==> config.mk <==
export PLATFORM = sky130hd
export DESIGN_NAME = charge_power_regs
export DESIGN_NICKNAME = d
export VERILOG_FILES = /design/src/shared/charge_power_pkg.sv /design/src/hdl/charge_power_regs.sv
export VERILOG_INCLUDE_DIRS = /design/src /design/src/shared
export SDC_FILE = /design/constraint.sdc
export NUM_CORES = 1
export LEC_CHECK = 0
export BUFFER_PORTS_ARGS = -buffer_cell sky130_fd_sc_hd__buf_2
export CORE_MARGIN = 3
export CORE_UTILIZATION = 55
export DETAILED_ROUTE_END_ITERATION = 8
export GPL_TIMING_DRIVEN = 0
export PLACE_DENSITY = 0.86
export SYNTH_ARGS = -nofsm -noshare
export SYNTH_HDL_FRONTEND = slang
export SYNTH_SLANG_ARGS = --single-unit
==> constraint.sdc <==
create_clock -name clk_i -period 3.55 [get_ports clk_i]
set_input_delay 0.5325 -clock clk_i [delete_from_list [all_inputs] [get_ports clk_i]]
set_output_delay 0.5325 -clock clk_i [all_outputs]
set_load 0.05 [all_outputs]
==> src/shared/charge_power_regs.svh <==
// Purpose: Offsets, field positions, reset values for the id, charge counter and power-control words
// Assumes: 24-bit register words, addresses are word indexes
// Notes:   Included by the register bank and by the checker
`ifndef CHARGE_POWER_REGS_SVH
`define CHARGE_POWER_REGS_SVH

`define CPR_ADDR_W            6
`define CPR_DATA_W            24
// Word indexes
`define CPR_OFS_IDENTITY      6'h07
`define CPR_OFS_UNUSED_A      6'h08
`define CPR_OFS_CC_CONTROL    6'h09
`define CPR_OFS_CC_OUTPUT     6'h0a
`define CPR_OFS_UNUSED_B      6'h0b
`define CPR_OFS_UNUSED_C      6'h0c
`define CPR_OFS_POWER_CTRL0   6'h0d
// Identity word fields
`define CPR_ID_REV_LSB        0
`define CPR_ID_GEN_LSB        6
`define CPR_ID_CODE_LSB       13
// Charge counter control word fields
`define CPR_CC_RUN_BIT        0
`define CPR_CC_CLEAR_BIT      1
`define CPR_CC_DITHER_BIT     2
`define CPR_CC_DOC_OFF_BIT    3
`define CPR_CC_ACAL_BIT       4
`define CPR_CC_FAULT_BIT      7
`define CPR_CC_RESULT_LSB     8
`define CPR_CC_RESULT_MSB     23
// Charge counter output word
`define CPR_ACC_OUT_MSB       14
`define CPR_ACC_OUT_RESET     15'h0001
// Power control word 0 fields
`define CPR_PC_CUT_ON_BIT     0
`define CPR_PC_TALLY_BIT      1
`define CPR_PC_WARM_BIT       2
`define CPR_PC_USER_OFF_BIT   3
`define CPR_PC_BACKUP_BIT     4
`define CPR_PC_CLK_UOFF_BIT   5
`define CPR_PC_CLK_ON_BIT     6
`define CPR_PC_GLB_RST_BIT    7
`define CPR_PC_THERM_BIT      8
`define CPR_PC_CUT_OK_BIT     9
`define CPR_PC_CLK_ON_RESET   1'b1

`endif

==> src/shared/charge_power_pkg.sv <==
// Purpose: Types shared by the charge counter and power-control register bank
// Assumes: Constants live in charge_power_regs.svh
// Notes:   Structs carry the writable fields as grouped bundles
package charge_power_pkg;

    // Writable charge counter controls
    typedef struct packed {
        logic analog_offset_cal_mode;     // Analog calibration request
        logic digital_offset_cancel_off;  // Skip offset subtraction
        logic counter_dither_on;          // Dither request to front end
        logic counter_run;                // Accumulate while set
    } cc_ctrl_t;

    // Power control word 0, low ten bits
    typedef struct packed {
        logic cut_timer_not_expired;      // Cleared by hardware on timer expiry
        logic thermal_threshold_select;   // System-reset domain
        logic global_reset_select;        // Raw select bit
        logic proc_slow_clock_on;         // Slow clock enable
        logic keep_clock_in_user_off;     // Clock stays up in user off
        logic keep_backup_alive;          // Backup supply and clock always on
        logic user_off_command;           // System-reset domain
        logic warm_start_on;              // Warm start enable
        logic power_cut_tally_on;         // Count power cuts
        logic power_cut_on;               // Power cut enable
    } pc0_t;

endpackage : charge_power_pkg

==> src/hdl/charge_power_regs.sv <==
// Purpose: Identity, charge counter and power-control register bank of the power device
// Assumes: Serial control port decodes frames into one-cycle word reads and writes on clk_i
// Notes:   reset_n_i is the real-time-clock power-on reset; sys_reset_n_i is the system reset pin
//
// Operation
// - Identity word constant, read-only, reset-independent
// - Clear bit empties count, self-clears
// - Bit 2 steers dithering, resets zero
// - Bit 3 bypasses digital offset cancellation
// - Bit 4 enters analog calibration mode
// - Bits 5-6 read zero, ignore writes
// - Fault bit flags invalid 16-bit result
// - Output word 15 bits, resets to one
// - Power-cut tally enable, kept over system reset
// - User-off command cleared by system reset
// - Backup bit keeps supply and clock on
// - Clock stays running during user off
// - Bit 7 governs global reset on button
// - Thermal threshold select, system-reset cleared
// - Boot-written flag cleared on cut timer expiry
// - Global reset polarity depends on variant
`include "charge_power_regs.svh"

module charge_power_regs #(
    parameter logic [4:0]  REVISION        = 5'h01,  // Arbitrary value
    parameter logic [2:0]  GENERATION      = 3'h5,   // Arbitrary value
    parameter logic [5:0]  IN_GEN_CODE     = 6'h0b,  // Arbitrary value
    parameter bit          GLB_RST_ACT_LOW = 1'b1,   // Variant strap: 1 = function on when bit is 0
    parameter int          RESULT_W        = 16,
    parameter int          ACC_OUT_W       = 15
) (
    input  wire logic                    clk_i,
    input  wire logic                    reset_n_i,
    input  wire logic                    sys_reset_n_i,
    input  wire logic [`CPR_ADDR_W-1:0]  reg_addr_i,
    input  wire logic                    reg_wr_i,
    input  wire logic                    reg_rd_i,
    input  wire logic [`CPR_DATA_W-1:0]  reg_wdata_i,
    output logic      [`CPR_DATA_W-1:0]  reg_rdata_o,
    input  wire logic                    cc_sample_i,
    input  wire logic [RESULT_W-1:0]     cc_delta_i,
    input  wire logic [RESULT_W-1:0]     cc_offset_i,
    input  wire logic                    cut_timer_expired_i,
    input  wire logic                    user_off_state_i,
    output logic                         counter_dither_on_o,
    output logic                         analog_offset_cal_mode_o,
    output logic                         counter_running_o,
    output logic                         power_cut_on_o,
    output logic                         power_cut_tally_on_o,
    output logic                         warm_start_on_o,
    output logic                         user_off_command_o,
    output logic                         backup_rtc_supply_on_o,
    output logic                         proc_slow_clock_out_on_o,
    output logic                         global_reset_on_o,
    output logic                         thermal_threshold_select_o
);

    // System reset pin synchroniser; stage one feeds only stage two
    logic        sys_rst_meta_q;
    logic        sys_rst_sync_q;
    wire  logic  sys_reset_active = ~sys_rst_sync_q;

    // Register state
    charge_power_pkg::cc_ctrl_t  cc_ctrl_q, cc_ctrl_d;   // Counter controls
    charge_power_pkg::pc0_t      pc0_q, pc0_d;           // Power control word 0
    logic                        fault_q, fault_d;       // Result no longer valid
    logic [RESULT_W-1:0]         result_q, result_d;     // Signed accumulated count
    logic [ACC_OUT_W-1:0]        acc_out_q, acc_out_d;   // Sample tally output

    // Address decode
    wire logic hit_cc_ctrl = (reg_addr_i == `CPR_OFS_CC_CONTROL);
    wire logic hit_pc0     = (reg_addr_i == `CPR_OFS_POWER_CTRL0);
    wire logic wr_cc_ctrl  = reg_wr_i & hit_cc_ctrl;
    wire logic wr_pc0      = reg_wr_i & hit_pc0;

    // Clear strobe acts in the write cycle only, so the bit reads back zero
    wire logic cc_clear = wr_cc_ctrl & reg_wdata_i[`CPR_CC_CLEAR_BIT];

    // Offset-corrected sample; the bypass exists for characterising raw offset
    wire logic [RESULT_W-1:0] sample_corr =
        cc_ctrl_q.digital_offset_cancel_off ? cc_delta_i : (cc_delta_i - cc_offset_i);
    wire logic [RESULT_W-1:0] sum_next = result_q + sample_corr;
    // Signed overflow: operands agree in sign, sum does not
    wire logic sum_ovf = (result_q[RESULT_W-1] == sample_corr[RESULT_W-1]) &
                         (sum_next[RESULT_W-1] != result_q[RESULT_W-1]);
    wire logic accumulate = cc_ctrl_q.counter_run & cc_sample_i;

    // Identity word, a pure constant with no flop behind it
    wire logic [`CPR_DATA_W-1:0] identity_word =
        (`CPR_DATA_W'(REVISION)    << `CPR_ID_REV_LSB) |
        (`CPR_DATA_W'(GENERATION)  << `CPR_ID_GEN_LSB) |
        (`CPR_DATA_W'(IN_GEN_CODE) << `CPR_ID_CODE_LSB);

    // Read views; bits 5-6 and every unlisted position stay zero
    wire logic [`CPR_DATA_W-1:0] cc_ctrl_word =
        {result_q, fault_q, 2'b00, cc_ctrl_q.analog_offset_cal_mode,
         cc_ctrl_q.digital_offset_cancel_off, cc_ctrl_q.counter_dither_on,
         1'b0, cc_ctrl_q.counter_run};
    wire logic [`CPR_DATA_W-1:0] cc_out_word =
        {{(`CPR_DATA_W-ACC_OUT_W){1'b0}}, acc_out_q};
    wire logic [`CPR_DATA_W-1:0] pc0_word =
        {{(`CPR_DATA_W-10){1'b0}}, pc0_q};

    // Read mux; unused and unmapped words read zero
    function automatic logic [`CPR_DATA_W-1:0] read_mux(input logic [`CPR_ADDR_W-1:0] a,
                                                         input logic [`CPR_DATA_W-1:0] idw,
                                                         input logic [`CPR_DATA_W-1:0] ccw,
                                                         input logic [`CPR_DATA_W-1:0] cow,
                                                         input logic [`CPR_DATA_W-1:0] pcw);
        logic [`CPR_DATA_W-1:0] r;
        r = '0;
        if (a == `CPR_OFS_IDENTITY)
            r = idw;
        else if (a == `CPR_OFS_CC_CONTROL)
            r = ccw;
        else if (a == `CPR_OFS_CC_OUTPUT)
            r = cow;
        else if (a == `CPR_OFS_POWER_CTRL0)
            r = pcw;
        return r;
    endfunction : read_mux

    wire logic [`CPR_DATA_W-1:0] rd_word =
        read_mux(reg_addr_i, identity_word, cc_ctrl_word, cc_out_word, pc0_word);

    // Counter controls: plain read/write fields
    always_comb begin
        cc_ctrl_d = cc_ctrl_q;
        if (wr_cc_ctrl) begin
            cc_ctrl_d.counter_run               = reg_wdata_i[`CPR_CC_RUN_BIT];
            cc_ctrl_d.counter_dither_on         = reg_wdata_i[`CPR_CC_DITHER_BIT];
            cc_ctrl_d.digital_offset_cancel_off = reg_wdata_i[`CPR_CC_DOC_OFF_BIT];
            cc_ctrl_d.analog_offset_cal_mode    = reg_wdata_i[`CPR_CC_ACAL_BIT];
        end
    end

    // Result, fault and sample tally
    always_comb begin
        result_d  = result_q;
        acc_out_d = acc_out_q;
        fault_d   = fault_q;
        // Software may write the fault bit; a new fault in the same cycle wins
        if (wr_cc_ctrl)
            fault_d = reg_wdata_i[`CPR_CC_FAULT_BIT];
        if (cc_clear) begin
            result_d  = '0;
            acc_out_d = `CPR_ACC_OUT_RESET;
        end else if (accumulate) begin
            result_d  = sum_next;
            acc_out_d = acc_out_q + ACC_OUT_W'(1);
            if (sum_ovf)
                fault_d = 1'b1;
        end
    end

    // Power control word 0 next value
    always_comb begin
        pc0_d = pc0_q;
        if (wr_pc0) begin
            pc0_d.power_cut_on             = reg_wdata_i[`CPR_PC_CUT_ON_BIT];
            pc0_d.power_cut_tally_on       = reg_wdata_i[`CPR_PC_TALLY_BIT];
            pc0_d.warm_start_on            = reg_wdata_i[`CPR_PC_WARM_BIT];
            pc0_d.user_off_command         = reg_wdata_i[`CPR_PC_USER_OFF_BIT];
            pc0_d.keep_backup_alive        = reg_wdata_i[`CPR_PC_BACKUP_BIT];
            pc0_d.keep_clock_in_user_off   = reg_wdata_i[`CPR_PC_CLK_UOFF_BIT];
            pc0_d.proc_slow_clock_on       = reg_wdata_i[`CPR_PC_CLK_ON_BIT];
            pc0_d.global_reset_select      = reg_wdata_i[`CPR_PC_GLB_RST_BIT];
            pc0_d.thermal_threshold_select = reg_wdata_i[`CPR_PC_THERM_BIT];
            pc0_d.cut_timer_not_expired    = reg_wdata_i[`CPR_PC_CUT_OK_BIT];
        end
        // Expiry beats a same-cycle write so the evidence is never lost
        if (cut_timer_expired_i)
            pc0_d.cut_timer_not_expired = 1'b0;
        // System-reset bits clear whenever the synchronised reset is active
        if (sys_reset_active) begin
            pc0_d.user_off_command         = 1'b0;
            pc0_d.thermal_threshold_select = 1'b0;
        end
    end

    // Output decode
    wire logic backup_on_d = pc0_d.keep_backup_alive;
    wire logic slow_clk_d  = pc0_d.keep_backup_alive |
                             (pc0_d.proc_slow_clock_on &
                              (~user_off_state_i | pc0_d.keep_clock_in_user_off));
    wire logic glb_rst_d   = pc0_d.global_reset_select ^ GLB_RST_ACT_LOW;

    // Synchroniser for the system reset pin
    always_ff @(posedge clk_i or negedge reset_n_i) begin
        if (!reset_n_i) begin
            sys_rst_meta_q <= 1'b0;
            sys_rst_sync_q <= 1'b0;
        end else begin
            sys_rst_meta_q <= sys_reset_n_i;
            sys_rst_sync_q <= sys_rst_meta_q;
        end
    end

    // Power-on reset domain: reset_n_i resets these; system reset clears only the pc0_q user-off and thermal bits
    always_ff @(posedge clk_i or negedge reset_n_i) begin
        if (!reset_n_i) begin
            cc_ctrl_q <= '0;
            fault_q   <= 1'b0;
            result_q  <= '0;
            acc_out_q <= `CPR_ACC_OUT_RESET;
            pc0_q     <= charge_power_pkg::pc0_t'(10'h040);
        end else begin
            cc_ctrl_q <= cc_ctrl_d;
            fault_q   <= fault_d;
            result_q  <= result_d;
            acc_out_q <= acc_out_d;
            pc0_q     <= pc0_d;
        end
    end

    // Registered outputs
    always_ff @(posedge clk_i or negedge reset_n_i) begin
        if (!reset_n_i) begin
            reg_rdata_o                <= '0;
            counter_dither_on_o        <= 1'b0;
            analog_offset_cal_mode_o   <= 1'b0;
            counter_running_o          <= 1'b0;
            power_cut_on_o             <= 1'b0;
            power_cut_tally_on_o       <= 1'b0;
            warm_start_on_o            <= 1'b0;
            user_off_command_o         <= 1'b0;
            backup_rtc_supply_on_o     <= 1'b0;
            proc_slow_clock_out_on_o   <= `CPR_PC_CLK_ON_RESET;
            global_reset_on_o          <= GLB_RST_ACT_LOW;
            thermal_threshold_select_o <= 1'b0;
        end else begin
            if (reg_rd_i)
                reg_rdata_o <= rd_word;
            counter_dither_on_o        <= cc_ctrl_d.counter_dither_on;
            analog_offset_cal_mode_o   <= cc_ctrl_d.analog_offset_cal_mode;
            counter_running_o          <= cc_ctrl_d.counter_run;
            power_cut_on_o             <= pc0_d.power_cut_on;
            power_cut_tally_on_o       <= pc0_d.power_cut_tally_on;
            warm_start_on_o            <= pc0_d.warm_start_on;
            user_off_command_o         <= pc0_d.user_off_command;
            backup_rtc_supply_on_o     <= backup_on_d;
            proc_slow_clock_out_on_o   <= slow_clk_d;
            global_reset_on_o          <= glb_rst_d;
            thermal_threshold_select_o <= pc0_d.thermal_threshold_select;
        end
    end

endmodule : charge_power_regs

==> out/metrics.cfg <==
[setup_path]
r2r_slack_ns=-0.16
critical_path_class=in2reg
crit_path_max_fanout=4
reg2reg_from=cc_ctrl_q[2]
crit_path_cell_trace=buf_2 -> ha_4 -> fa_2 -> nor2b_2 -> o21ai_2 -> a21oi_2 -> o21a_1 -> o21a_1 -> o31ai_2 -> ha_1 -> a21o_1 -> a221o_1 -> nor3_4 -> o31ai_4 -> o31a_1 -> nor3_4 -> mux2i_1 -> o311ai_1
worst-path-buf-inv=1
r2r-end=fault_q
cp.required_ns=3.78
crit_arrival_ns=4.16
critPathTopFamily=compound AO/OA/AOI/OAI gates
cp-end-kind=flop
crit_path_start_kind=primary input
cpPeakStageDelay_ns=0.39
r2r_cells=13
slowest_stage=a221o_1

[yosys]
synth_area_sq_um=4700
synth_top_family_by_area=compound AO/OA/AOI/OAI gates
ys_seq_elements=74
synth_top_flop_cell=dfrtp_1
yosysSeqAreaShare_pct=39.5
ys.warnings.count=0
synth_edf_count=0
ys_types=58
synth_compound_area_share_pct=19.8
avgSynthCellArea_sq_um=9.04
synth-xor-area-share_pct=5.41
synthMuxAreaShare_pct=3.68
async_flop_share_pct=100
synthAdderAreaFrac_pct=9.11
syn-instance-count=520
synth_fp_nets=623
synth-simple-area-share_pct=17.7

[global_route]
grt_max_degree=75
grt_usage_pct=26.3
antenna_found_initial=0
grt_pass1_wl_um=20800
grt_pass1_vias=4411
gr-total-overflow=0

[placed_design]
placedCellCount=714
place_congestion=0.896
portBuffers=89
hpwl_um=9030

[route]
via_count=4616
wl_um=13400
drc=0
drtAntennaViolNets=0
drt_iter0_drc=448
viasPerCell=6.15
first_pass_iters=6
wire_per_inst_um=17.9

[finish]
num_antenna_cells=0
utilization_pct=70.9
drive_gt1_share_pct=28.5
syn2layout_area_growth_pct=24.6
final_nets=744
stdcell_count=751

[outcome]
status=complete, but fails checks
violations=setup timing

[timing]
clock-skew-final_ns=0.00982
slew_viol_final=0
grt_setup_unrepaired=true
max_slew.worst_pin.slew_ns=0.916
fin_crit_sh_pct=111
hold_viol_final=0
setup_ws_ns=-0.375
fmax_mhz=255
min_period_ns=3.93
final-setup-viol-count=4
relSlewSlack_pct=39.0

[floorplan]
coreArea_sq_um=8260
dieWidth_um=98.4
die_area_sq_um=9690
io_pins=105
die_h_um=98.4
num_rows=33
start_util_pct=56.9

[clocking]
clk_path_buf_depth=2
cts_buffers=9
worstSkewPairLatency_ns=0.35
htree_levels=3
tritoncts=done
root_buffer=clkbuf_8
cts_sinks=74
clk_pin_slew_ns=0.07

[power]
p_leak_nw=2.83
p_per_area_nw_per_um2=598
peakVddDrop_v=0.000284

[hold_path]
hold_path_depth=1
hold_class=in2reg
min_to=sys_rst_meta_q
min_from=sys_reset_n_i

[job]
maxCapViolCount=0

## worst register-to-register path: cells and delay by family (launching register included)
kind	cells	cell delay [ns]
compound gates	6	1.42
buf+inv	2	0.80
simple gates	3	0.56
flops	1	0.41
fa+ha+maj	1	0.31
mux	1	0.11
## layout make-up
| cell class | count | area, sq um |
|---|---|---|
| inverters | 34 | 140 |
| well taps | 105 | 131 |
| repair buffers | 110 | 619 |
| fillers | 573 | 2400 |
| clock buffers | 13 | 149 |
| multi-input cells | 393 | 2820 |
| clock inverters | 3 | 40.0 |
| flip-flops and latches | 74 | 1860 |
| plain buffers | 19 | 98.8 |
## per-stage QoR
step           cell area [sq um]  hold WS, ns  setup TNS (ns)  total power, W  setup slack (ns)
4_1_cts                     5650        0.292          -0.869         0.00322            -0.373
2_1_floorplan               4750        0.237          -0.315         0.00213            -0.186
6_report                    5860        0.296           -1.09         0.00350            -0.375
5_1_grt                     5860        0.287           -1.60         0.00368            -0.454
3_3_place_gp                5320        0.335           -2.43         0.00238            -0.665
3_5_place_dp                5330        0.347           -3.35         0.00245            -0.792
## how the worst max path moves through the flow
stage | from | cells past startpoint | endpoint | slack, ns
6_report | cc_offset_i[0] | 18 | fault_q | -0.38
4_1_cts | cc_delta_i[0] | 19 | fault_q | -0.37
5_1_grt | cc_offset_i[0] | 18 | fault_q | -0.45
3_3_place_gp | cc_delta_i[0] | 19 | fault_q | -0.66
3_5_place_dp | cc_delta_i[0] | 19 | fault_q | -0.79
2_1_floorplan | cc_delta_i[0] | 18 | fault_q | -0.19
## cells by family after synthesis
group                      after synthesis
adders and majority gates               33
AOI/OAI and AO/OA                      144
buffers and inverters                   53
DFF                                     74
xor gates and xnor gates                29
muxes                                   16
and+or+nand+nor                        171
## cells in the final DEF, fill, tap and decap left out, types with 10 or more instances in the layout
| master | instances |
|---|---|
| buf_2 | 88 |
| xor2_1 | 14 |
| a21oi_1 | 41 |
| ha_1 | 27 |
| inv_1 | 31 |
| dfrtp_1 | 70 |
| clkbuf_8 | 11 |
| nand2_1 | 66 |
| buf_4 | 25 |
| o21ai_0 | 27 |
| xnor2_1 | 15 |
| mux2_2 | 10 |
| clkbuf_1 | 15 |
| nor2_1 | 32 |
| nand3_1 | 10 |
## sequential cells by signal, summed over array words and instances, names as in the netlist, 4 cells and up
name and cells:
acc_out_q 15, pc0_q 4, reg_rdata_o 24, result_q 16
## metal layers
| metal | vias up | global-route usage [%] | share of wire [%] |
|---|---|---|---|
| li1 | 2095 | - | - |
| met1 | 2233 | 34.0 | 39 |
| met2 | 245 | 45.1 | 51 |
| met3 | 43 | 4.18 | 6.6 |
| met4 | 0 | 9.03 | 3.0 |
| met5 | - | 0 | 0 |
## what timing repair did
| action | 4_1_cts | 5_1_grt |
|---|---|---|
| hold buffers | 0 | 0 |
| endpoints found under the setup margin | 5 | 9 |
| setup buffers | 10 | 11 |
| pin swaps | 25 | 33 |
| resized for setup | 14 | 31 |
## Yosys cell counts, drive strengths merged (3+ instances only)
master	number	share of area (%)
inv	33	2.6
clkbuf	14	1.3
ha	31	8.3
nand4	6	0.80
or3	9	1.2
a222oi	5	1.1
xnor2	15	2.8
a21o	5	0.85
dfrtp	70	37
nor2	33	2.6
and2	3	0.40
nor3b	5	0.80
a221o	4	0.85
nand2b	7	0.93
nor3	6	0.85
o21a	9	1.4
buf	5	0.75
a22oi	6	0.96
nand3	11	1.2
dfstp	4	2.2
and3	10	1.4
nor2b	7	0.93
a21oi	46	4.9
xor2	14	2.6
o31ai	6	0.96
mux2i	6	1.3
mux2	10	2.4
a31oi	3	0.40
nand2	68	5.5
a211oi	8	1.4
o21ai	37	3.9
## report_power, final
group	total (W)	leakage (nW)	internal [W]	switching, W
clock	0.000644	0.0974	0.000343	0.000301
combinational	0.00171	1.76	0.000764	0.000948
sequential	0.00114	0.963	0.000990	0.000154
Power figures use the tool's default switching activity.
